===== src/verilog/buerr_pkg.sv =====
// Shared constants for the bus unit error capture block.
package buerr_pkg;
	// ------------------------------------------------------------
	// Register byte offsets
	// ------------------------------------------------------------
	localparam logic [7:0] BUERR_OFF_CTRL   = 8'h00;  // Load/store unit control enables.
	localparam logic [7:0] BUERR_OFF_HW_INTERRUPT_ENABLE_REG   = 8'h04;  // Hardware interrupt enable.
	localparam logic [7:0] BUERR_OFF_STAT   = 8'h08;  // Error status.
	localparam logic [7:0] BUERR_OFF_BADDR  = 8'h0c;  // Bus error address.
	localparam logic [7:0] BUERR_OFF_FADDR  = 8'h10;  // Fill error address.
	localparam logic [7:0] BUERR_OFF_SYND   = 8'h14;  // Fill error syndrome.
	localparam logic [7:0] BUERR_OFF_TAG    = 8'h18;  // External cache tag capture.
	localparam logic [7:0] BUERR_OFF_LOCK   = 8'h1c;  // Lock state, write one to unlock.
	// ------------------------------------------------------------
	// Field positions
	// ------------------------------------------------------------
	localparam int BUERR_CTRL_CORRECTED_REPORT_ENABLE  = 0;  // Corrected report enable.
	localparam int BUERR_CTRL_UNCORRECTABLE_TRAP_ENABLE = 1;  // Uncorrectable trap enable.
	localparam int BUERR_CTRL_PARITY  = 2;  // Fill checking in parity mode.
	localparam int BUERR_HW_INTERRUPT_ENABLE_REG_CRE     = 0;  // Corrected interrupt mask bit.
	localparam int BUERR_ST_TPERR     = 0;  // Tag address parity flag.
	localparam int BUERR_ST_TCPERR    = 1;  // Tag control parity flag.
	localparam int BUERR_ST_SERR      = 2;  // Soft acknowledge error flag.
	localparam int BUERR_ST_HERR      = 3;  // Hard acknowledge error flag.
	localparam int BUERR_ST_CMD       = 4;  // Failed request command, three bits.
	localparam int BUERR_ST_FATAL_B   = 7;  // Lost bus error flag.
	localparam int BUERR_ST_FECC      = 8;  // Fill ECC flag.
	localparam int BUERR_ST_FDPERR    = 9;  // Fill data error flag.
	localparam int BUERR_ST_FIRD      = 10; // Fill instruction read flag.
	localparam int BUERR_ST_FCRD      = 11; // Fill corrected flag.
	localparam int BUERR_ST_QW        = 12; // Failing quadword index, two bits.
	localparam int BUERR_ST_FATAL_F   = 14; // Lost fill error flag.
	localparam int BUERR_LK_BUS       = 0;  // Bus error set locked.
	localparam int BUERR_LK_FILL      = 1;  // Fill error set locked.
	localparam int BUERR_LK_CRD       = 2;  // Corrected interrupt pending.
	// ------------------------------------------------------------
	// Reset values and trap vectors
	// ------------------------------------------------------------
	localparam logic [2:0]  BUERR_CTRL_RST  = 3'h0;
	localparam logic [11:0] BUERR_VEC_PROC  = 12'h670; // Processor machine check.
	localparam logic [11:0] BUERR_VEC_SYS   = 12'h660; // System machine check.
	localparam logic [11:0] BUERR_VEC_CORR  = 12'h630; // Processor correctable check.
endpackage


===== src/verilog/buerr_reg_if.sv =====
// Register access carrier between the bus slave and the error core.
`timescale 1ns/1ns
`default_nettype none
interface buerr_reg_if;
	logic        wr_en;  // One-cycle write strobe.
	logic [7:0]  addr;   // Byte address of the access.
	logic [31:0] wdata;  // Write data.
	logic [31:0] rdata;  // Read data for addr.
	modport slave (output wr_en, output addr, output wdata, input rdata);
	modport core  (input wr_en, input addr, input wdata, output rdata);
endinterface
`default_nettype wire


===== src/verilog/buerr_ahb_slave.sv =====
// AHB-Lite slave front end for the bus unit error capture block.
`timescale 1ns/1ns
`default_nettype none
module buerr_ahb_slave
	import buerr_pkg::*;
(
	input  wire logic        hclk,
	input  wire logic        hresetn,
	input  wire logic        hsel,
	input  wire logic [31:0] haddr,
	input  wire logic [1:0]  htrans,
	input  wire logic        hwrite,
	input  wire logic [2:0]  hsize,
	input  wire logic [31:0] hwdata,
	input  wire logic        hready,
	output logic             hreadyout,
	output logic [31:0]      hrdata,
	output logic             hresp,
	buerr_reg_if.slave       regs
);
	// ------------------------------------------------------------
	// State
	// ------------------------------------------------------------
	typedef struct packed {
		logic        wr_pend;  // Write data phase in progress.
		logic        rd_busy;  // First read data cycle, wait state.
		logic [7:0]  addr;     // Captured byte address.
		logic [31:0] hrdata;   // Registered read data.
	} buerr_slv_t;

	buerr_slv_t st_reg;  // Current state.
	buerr_slv_t st_next; // Next state.
	logic       accept;  // Address phase taken this edge.

	// Reads take one wait state so that hrdata comes from a flop.
	always_comb begin
		st_next = st_reg;
		accept = hsel && htrans[1] && hready && (hsize == 3'h2);
		st_next.wr_pend = 1'b0;
		st_next.rd_busy = 1'b0;
		if (st_reg.rd_busy) begin
			st_next.hrdata = regs.rdata;
		end
		if (accept) begin
			st_next.addr = {haddr[7:2], 2'h0};
			st_next.wr_pend = hwrite;
			st_next.rd_busy = !hwrite;
		end
	end

	// State register.
	always_ff @(posedge hclk or negedge hresetn) begin
		if (!hresetn) begin
			st_reg <= '0;
		end else begin
			st_reg <= st_next;
		end
	end

	assign hreadyout   = !st_reg.rd_busy;
	assign hrdata      = st_reg.hrdata;
	assign hresp       = 1'b0;  // Always OKAY; unmapped reads give zero.
	assign regs.wr_en  = st_reg.wr_pend;
	assign regs.addr   = st_reg.addr;
	assign regs.wdata  = hwdata;
endmodule
`default_nettype wire


===== src/verilog/buerr_top.sv =====
// Bus unit error capture core with its register file.
//
// Added by the designer: the register addresses and register access over AHB-Lite.
`timescale 1ns/1ns
`default_nettype none
// Notes on behaviour
// - Corrected errors interrupt only when report enabled.
// - Interrupt enable mask bit holds pending request.
// - No corrected interrupt in privileged firmware mode.
// - Uncorrected errors trap only when trap enabled.
// - Vectors 670, 660 and 630 hex.
// - Single-bit instruction fill: ECC, read, corrected set.
// - Single-bit data fill: ECC, corrected set.
// - Double-bit instruction fill: data error, read set.
// - Double-bit data fill: data error only.
// - Fill address 33:5 and quadword index captured.
// - Data fills also capture address bits 4:2.
// - Single-bit fills record the ECC syndrome.
// - Fill error locks bus address and status.
// - Tag probe kept when external cache enabled and bus set not already locked.
// - Tag address parity: miss, capture, flag, trap.
// - Tag control parity: miss, capture, flag, trap.
// - Soft acknowledge: interrupt, flag, command, address.
// - Hard acknowledge: trap, flag, command, address.
// - Parity instruction fill: data error, read set.
// - Parity data fill: cache validated, data error.
// - Captured set stays locked until firmware unlocks.
// - Lost flag on fatal error while locked.
module buerr_top
	import buerr_pkg::*;
#(
	parameter int         TAG_W     = 24,    // External cache tag probe width.
	parameter int         SYND_W    = 16,    // Fill syndrome width.
	parameter logic [2:0] SOFT_CODE = 3'h2,  // Soft error acknowledge code.
	parameter logic [2:0] HARD_CODE = 3'h3   // Hard error acknowledge code.
) (
	input  wire logic              hclk,
	input  wire logic              hresetn,
	input  wire logic              hsel,
	input  wire logic [31:0]       haddr,
	input  wire logic [1:0]        htrans,
	input  wire logic              hwrite,
	input  wire logic [2:0]        hsize,
	input  wire logic [31:0]       hwdata,
	input  wire logic              hready,
	output logic                   hreadyout,
	output logic [31:0]            hrdata,
	output logic                   hresp,
	input  wire logic              privileged_firmware_mode,
	input  wire logic              fill_err_valid,
	input  wire logic              fill_single_bit,
	input  wire logic              fill_istream,
	input  wire logic [33:2]       fill_pa,
	input  wire logic [1:0]        failing_quadword_index,
	input  wire logic [SYND_W-1:0] fill_syndrome,
	input  wire logic              ext_cache_enabled,
	input  wire logic [TAG_W-1:0]  tag_probe_result,
	input  wire logic              probe_done,
	input  wire logic              tag_addr_perr,
	input  wire logic              tag_ctrl_perr,
	input  wire logic [33:2]       probe_addr,
	input  wire logic              ack_valid,
	input  wire logic [2:0]        command_acknowledge_lines,
	input  wire logic [2:0]        command_request_lines,
	input  wire logic [33:2]       request_addr,
	output logic                   corrected_read_irq,
	output logic                   machine_check,
	output logic [11:0]            trap_vector,
	output logic                   icache_load_validate,
	output logic                   regfile_write,
	output logic                   dcache_invalidate,
	output logic                   dcache_load_validate,
	output logic                   probe_force_miss
);
	// ------------------------------------------------------------
	// State
	// ------------------------------------------------------------
	typedef struct packed {
		logic [2:0]        ctrl;       // Report, trap and parity mode enables.
		logic              hw_interrupt_enable_reg_cre;   // Corrected interrupt mask bit.
		logic              crd_pend;   // Pending corrected-read request.
		logic              bus_lock;   // Bus error set locked.
		logic              fill_lock;  // Fill error set locked.
		logic [14:0]       status;     // Error status flags.
		logic [31:0]       baddr;      // Bus error address, bits 33:2.
		logic [31:0]       faddr;      // Fill error address, bits 33:2.
		logic [SYND_W-1:0] synd;       // Fill syndrome.
		logic [TAG_W-1:0]  tag;        // Tag probe capture.
		logic              mchk;       // Machine check pulse.
		logic [11:0]       vec;        // Vector of the last machine check.
		logic [4:0]        act;        // Fill and probe action pulses.
	} buerr_st_t;

	buerr_st_t   st_reg;  // Current state.
	buerr_st_t   st_next; // Next state.
	buerr_reg_if rif ();  // Register access from the bus slave.

	// ------------------------------------------------------------
	// Bus slave
	// ------------------------------------------------------------
	buerr_ahb_slave u_slave (
		.hclk      (hclk),
		.hresetn   (hresetn),
		.hsel      (hsel),
		.haddr     (haddr),
		.htrans    (htrans),
		.hwrite    (hwrite),
		.hsize     (hsize),
		.hwdata    (hwdata),
		.hready    (hready),
		.hreadyout (hreadyout),
		.hrdata    (hrdata),
		.hresp     (hresp),
		.regs      (rif.slave)
	);

	// Word write decode used by every writable register.
	function automatic logic wr_hit(input logic en, input logic [7:0] a, input logic [7:0] off);
		wr_hit = en && (a == off);
	endfunction

	// ------------------------------------------------------------
	// Event decode
	// ------------------------------------------------------------
	logic        tag_err;     // Tag parity error at end of probe.
	logic        soft_ack;    // Soft error acknowledge returned.
	logic        hard_ack;    // Hard error acknowledge returned.
	logic        bus_evt;     // Any event for the bus error set.
	logic        fill_ecc1;   // Single-bit ECC fill, not parity mode.
	logic        fill_unc;    // Uncorrected fill error.
	logic        unlk_bus;    // Firmware unlocks the bus set.
	logic        unlk_fill;   // Firmware unlocks the fill set.
	logic        clr_crd;     // Firmware clears the pending request.
	logic        lk_wr;       // Write to the lock register.

	assign tag_err   = probe_done && (tag_addr_perr || tag_ctrl_perr);
	assign soft_ack  = ack_valid && (command_acknowledge_lines == SOFT_CODE);
	assign hard_ack  = ack_valid && (command_acknowledge_lines == HARD_CODE);
	assign bus_evt   = tag_err || soft_ack || hard_ack;
	assign fill_ecc1 = fill_err_valid && fill_single_bit && !st_reg.ctrl[BUERR_CTRL_PARITY];
	assign fill_unc  = fill_err_valid && !fill_ecc1;
	assign lk_wr     = wr_hit(rif.wr_en, rif.addr, BUERR_OFF_LOCK);
	assign unlk_bus  = lk_wr && rif.wdata[BUERR_LK_BUS];
	assign unlk_fill = lk_wr && rif.wdata[BUERR_LK_FILL];
	assign clr_crd   = lk_wr && rif.wdata[BUERR_LK_CRD];

	// ------------------------------------------------------------
	// Next state
	// ------------------------------------------------------------
	// Unlocks and clears are applied first, so that an error in the same
	// cycle is captured and its flag wins over the clear.
	always_comb begin
		st_next = st_reg;
		st_next.mchk = 1'b0;
		st_next.act = '0;
		// Software register writes.
		if (wr_hit(rif.wr_en, rif.addr, BUERR_OFF_CTRL)) begin
			st_next.ctrl = rif.wdata[2:0];
		end
		if (wr_hit(rif.wr_en, rif.addr, BUERR_OFF_HW_INTERRUPT_ENABLE_REG)) begin
			st_next.hw_interrupt_enable_reg_cre = rif.wdata[BUERR_HW_INTERRUPT_ENABLE_REG_CRE];
		end
		if (unlk_bus) begin
			st_next.bus_lock = 1'b0;
			st_next.status[BUERR_ST_FATAL_B] = 1'b0;
		end
		if (unlk_fill) begin
			st_next.fill_lock = 1'b0;
			st_next.status[BUERR_ST_FATAL_F] = 1'b0;
		end
		if (clr_crd) begin
			st_next.crd_pend = 1'b0;
		end
		// Bus error set: tag probe parity and acknowledge errors.
		if (bus_evt) begin
			if (!st_next.bus_lock) begin
				st_next.bus_lock = 1'b1;
				st_next.status[7:0] = '0;
				st_next.status[BUERR_ST_TPERR] = tag_err && tag_addr_perr;
				st_next.status[BUERR_ST_TCPERR] = tag_err && tag_ctrl_perr;
				st_next.status[BUERR_ST_SERR] = soft_ack;
				st_next.status[BUERR_ST_HERR] = hard_ack;
				if (tag_err) begin
					st_next.baddr = probe_addr;
					st_next.tag = tag_probe_result;
				end else begin
					st_next.baddr = request_addr;
					st_next.status[BUERR_ST_CMD +: 3] = command_request_lines;
				end
			end else if (tag_err || hard_ack) begin
				// A soft acknowledge loses nothing fatal.
				st_next.status[BUERR_ST_FATAL_B] = 1'b1;
			end
		end
		// Fill error set.
		if (fill_err_valid) begin
			if (!st_next.fill_lock) begin
				st_next.fill_lock = 1'b1;
				st_next.bus_lock = 1'b1;
				st_next.status[BUERR_ST_FECC] = fill_ecc1;
				st_next.status[BUERR_ST_FDPERR] = fill_unc;
				st_next.status[BUERR_ST_FIRD] = fill_istream;
				st_next.status[BUERR_ST_FCRD] = fill_ecc1;
				st_next.status[BUERR_ST_QW +: 2] = failing_quadword_index;
				st_next.faddr = {fill_pa[33:5], 3'h0};
				if (!fill_istream) begin
					st_next.faddr[2:0] = fill_pa[4:2];
				end
				st_next.synd = fill_syndrome;
				if (ext_cache_enabled && !st_reg.bus_lock) begin
					st_next.tag = tag_probe_result;
				end
			end else begin
				st_next.status[BUERR_ST_FATAL_F] = 1'b1;
			end
			// Where the corrupted block goes.
			if (fill_istream) begin
				st_next.act[0] = 1'b1;
			end else if (st_reg.ctrl[BUERR_CTRL_PARITY]) begin
				st_next.act[3] = 1'b1;
			end else begin
				st_next.act[1] = 1'b1;
				st_next.act[2] = 1'b1;
			end
		end
		if (tag_err) begin
			st_next.act[4] = 1'b1;
		end
		// Corrected errors post a request, even with the sets locked.
		if ((fill_ecc1 || soft_ack) && st_reg.ctrl[BUERR_CTRL_CORRECTED_REPORT_ENABLE]) begin
			st_next.crd_pend = 1'b1;
		end
		// Machine check, system errors first.
		if (st_reg.ctrl[BUERR_CTRL_UNCORRECTABLE_TRAP_ENABLE]) begin
			if (hard_ack) begin
				st_next.mchk = 1'b1;
				st_next.vec = BUERR_VEC_SYS;
			end else if (tag_err || fill_unc) begin
				st_next.mchk = 1'b1;
				st_next.vec = BUERR_VEC_PROC;
			end else if (fill_ecc1) begin
				st_next.mchk = 1'b1;
				st_next.vec = BUERR_VEC_CORR;
			end
		end
	end

	// State register.
	always_ff @(posedge hclk or negedge hresetn) begin
		if (!hresetn) begin
			st_reg <= '0;
			st_reg.ctrl <= BUERR_CTRL_RST;
		end else begin
			st_reg <= st_next;
		end
	end

	// ------------------------------------------------------------
	// Register read mux
	// ------------------------------------------------------------
	// Unmapped offsets read as zero.
	always_comb begin
		rif.rdata = '0;
		case (rif.addr)
			BUERR_OFF_CTRL:  rif.rdata[2:0] = st_reg.ctrl;
			BUERR_OFF_HW_INTERRUPT_ENABLE_REG:  rif.rdata[BUERR_HW_INTERRUPT_ENABLE_REG_CRE] = st_reg.hw_interrupt_enable_reg_cre;
			BUERR_OFF_STAT:  rif.rdata[14:0] = st_reg.status;
			BUERR_OFF_BADDR: rif.rdata = st_reg.baddr;
			BUERR_OFF_FADDR: rif.rdata = st_reg.faddr;
			BUERR_OFF_SYND:  rif.rdata[SYND_W-1:0] = st_reg.synd;
			BUERR_OFF_TAG:   rif.rdata[TAG_W-1:0] = st_reg.tag;
			BUERR_OFF_LOCK:  rif.rdata[2:0] = {st_reg.crd_pend, st_reg.fill_lock, st_reg.bus_lock};
			default:         rif.rdata = '0;
		endcase
	end

	// ------------------------------------------------------------
	// Outputs
	// ------------------------------------------------------------
	assign corrected_read_irq   = st_reg.crd_pend && st_reg.hw_interrupt_enable_reg_cre
	                              && !privileged_firmware_mode;
	assign machine_check        = st_reg.mchk;
	assign trap_vector          = st_reg.vec;
	assign icache_load_validate = st_reg.act[0];
	assign regfile_write        = st_reg.act[1];
	assign dcache_invalidate    = st_reg.act[2];
	assign dcache_load_validate = st_reg.act[3];
	assign probe_force_miss     = st_reg.act[4];
endmodule
`default_nettype wire


===== config.mk =====
export PLATFORM = sky130hd
export DESIGN_NAME = buerr_top
export DESIGN_NICKNAME = d
export VERILOG_FILES = /design/src/verilog/buerr_pkg.sv /design/src/verilog/buerr_reg_if.sv /design/src/verilog/buerr_ahb_slave.sv /design/src/verilog/buerr_top.sv
export SDC_FILE = /design/constraint.sdc
export NUM_CORES = 1
export LEC_CHECK = 0
export BUFFER_PORTS_ARGS = -buffer_cell sky130_fd_sc_hd__buf_4
export CORE_MARGIN = 5
export CORE_UTILIZATION = 51
export DETAILED_ROUTE_END_ITERATION = 6
export PLACE_DENSITY = 0.81
export SLEW_MARGIN = 20
export SYNTH_ARGS = -nofsm -noshare
export SYNTH_HDL_FRONTEND = slang
export SYNTH_HIERARCHICAL = 1
export SYNTH_SLANG_ARGS = --single-unit

===== constraint.sdc =====
create_clock -name hclk -period 3 [get_ports hclk]
set_clock_uncertainty 0.2 [all_clocks]
set_input_delay 0.15 -clock hclk [delete_from_list [all_inputs] [get_ports hclk]]
set_output_delay 0.15 -clock hclk [all_outputs]
set_load 0.01 [all_outputs]

==> out/qor.csv <==
stage,metric,value,unit
cells_and_area,area.growth.synth_to_final,46.0,%
sta,slew_viol_final,0,
worst_setup_path,arrival,3.00,ns
pwr,sw_frac_of_total,24.0,%
job,drv_cap,0,
worst_setup_path,crit_start,u_slave/regs.addr[7],
drt,viasPerCell,5.76,
cells_and_area,n_fill_cell,883,
place,portBuffers,215,
drt,vias,6910,
worst_setup_path,crit_chain,nor4b_4 -> a41o_1 -> buf_4 -> nand2_2 -> a32o_1 -> dlygate4sd3_1,
drt,drt-pass1-iter-count,6,
sta,finalCriticalPeriod,2.89,ns
drt,postRouteAntennaNets,0,
worst_setup_path,r2r_slack,0.11,ns
cells_and_area,final_common_cell,buf_4,
pwr,ir_drop,422,uV
pwr,total_leakage_power,5.98,nW
floorplanning,rows,46,
worst_setup_path,worstPathMaxFanout,18,
hold_path,hold_end,st_reg[124],
cts,cts-buffers-inserted,17,
grt,grt_pass1_vias,7553,
pwr,combPwrFrac,15.6,%
grt,grt_max_degree,67,
worst_setup_path,worstRegToRegCells,6,
logic_synthesis,synth_warnings,6,
floorplanning,core_area,0.0158,sq mm
worst_setup_path,reg2reg_from,u_slave/regs.addr[7],
place,gp_congestion,0.865,
sta,setup_viol,0,
sta,tightestPinTransition,0.949,ns
floorplanning,start_util,52.0,%
cts,clock_latency,0.43,ns
sta,min_period_over_period,96.3,%
sta,tns,0,ns
floorplanning,die_w,137,um
pwr,switchingPower,1.38,mW
worst_setup_path,startpoint_type,flip-flop,
pwr,internal-power,4.38,mW
cts,htree_levels,4,
grt,overflow,0,
floorplanning,dieArea,0.0188,sq mm
worst_setup_path,crit_path_max_incr_delay,0.55,ns
drt,wire_per_inst,22.3,um
grt,track_usage,28.5,%
pwr,power.density,480,mW/mm^2
worst_setup_path,rr_endpoint,st_reg[122],
worst_setup_path,cp_data_required_time,3.11,ns
sta,hold_viol,0,
drt,drtIter0Drc,465,
hold_path,hold_class,in -> reg,
hold_path,whs_path_depth,4,
status,outcome,"finished, final reports clean",
cts,clkSlewWorstSetupHoldPaths,0.06,ns
cts,clk_path_buf_depth,2,
cells_and_area,layout_common_cells,"buf_4, dfrtp_1, dlygate4sd3_1, mux2_2, o22ai_1",
pwr,total_power,5.76,mW
floorplanning,die_y,137,um
worst_setup_path,worstSetupPathType,reg -> reg,
place,place_hpwl,16000,um
cts,root_buffer,clkbuf_16,
drt,drc_errors,0,
sta,slew_headroom,36.7,%
cells_and_area,seq_area,0.00433,sq mm
grt,grt_pass1_wl,40700,um
drt,routed_wl,26800,um
floorplanning,ios,280,
logic_synthesis,syn_avg_cell_area,12.8,sq um
logic_synthesis,synthesis.area,0.00822,sq mm
cells_and_area,multi_input_area,0.00328,sq mm
worst_setup_path,slowest_stage,dlygate4sd3_1,
logic_synthesis,netlist_instances,645,
cells_and_area,largest_reg_flops,125,
cts,cts.sinks,173,
worst_setup_path,end_kind,flip-flop,
pwr,p_clk_share,40.7,%
grt,antenna_found_initial,0,
sta,grt_setup_unrepaired,false,
cts,cts_tree,built,
cells_and_area,fin_nets,1198,
sta,clock.fmax,346,MHz
pwr,power_frac_seq,43.7,%
hold_path,worstHoldStart,command_acknowledge_lines[2],
cells_and_area,layout-drive-gt1-share,39.8,%
what timing repair did:
item                       CTS  global route
hold buffers               163             0
gates resized for setup      0             2
setup endpoints to repair    0            19
hold endpoints to repair   201             0
setup buffers                0             0
metal layers:
metal | global-route usage, % | vias to the layer above | routed length (um)
met3 | 5.85 | 69 | 1770
li1 | - | 2990 | -
met2 | 49.8 | 376 | 13700
met1 | 34.3 | 3475 | 10500
met4 | 12.0 | 0 | 807
met5 | 0 | - | 0
worst max-delay path: cells and delay by family, from the launching register on:
family          cells  cell delay (ns)
simple gates        2             0.72
compound gates      2             0.55
buf+inv             2             0.83
flops               1             0.48
worst max path at each step:
stage	slack (ns)	cells after the start	to
after floorplan	0.82	8	u_slave/hrdata[21]
after detailed placement	0.51	6	u_slave/hrdata[16]
after global routing	0.02	7	st_reg[122]
final	0.11	6	st_reg[122]
after global placement	0.58	6	u_slave/hrdata[21]
after CTS	0.02	6	st_reg[122]
cell type report:
cell class	count	area share [%]
clock inverter	10	1.35
inverter	15	0.469
clock buffer	21	3.83
tap	216	2.25
multi-input combinational	366	27.3
sequential	173	36.1
timing repair buffer	398	28.7
antenna	1	0.0208
metrics by stage:
stage          instances  util, %  instance area (sq um)  setup slack, ns  hold slack [ns]
2_1_floorplan        653        -                   8250            0.815           -0.346
3_3_place_gp        1005     61.6                   9750            0.581          -0.0285
3_5_place_dp        1005     61.6                   9750            0.514          -0.0130
4_1_cts             1199     75.8                  12000           0.0193           0.0459
5_1_grt             1199     75.9                  12000           0.0177           0.0605
6_report            1200     75.9                  12000            0.110           0.0735
power groups by stage:
stage / Combinational, mW / Sequential, mW / Clock, mW
2_1_floorplan: 0.405 / 2.51 / 0
3_3_place_gp: 0.678 / 2.55 / 0
3_5_place_dp: 0.692 / 2.56 / 0
5_1_grt: 0.957 / 2.53 / 2.46
4_1_cts: 0.872 / 2.51 / 2.36
6_report: 0.897 / 2.52 / 2.35
No activity file was read; power rests on OpenSTA's default activity.
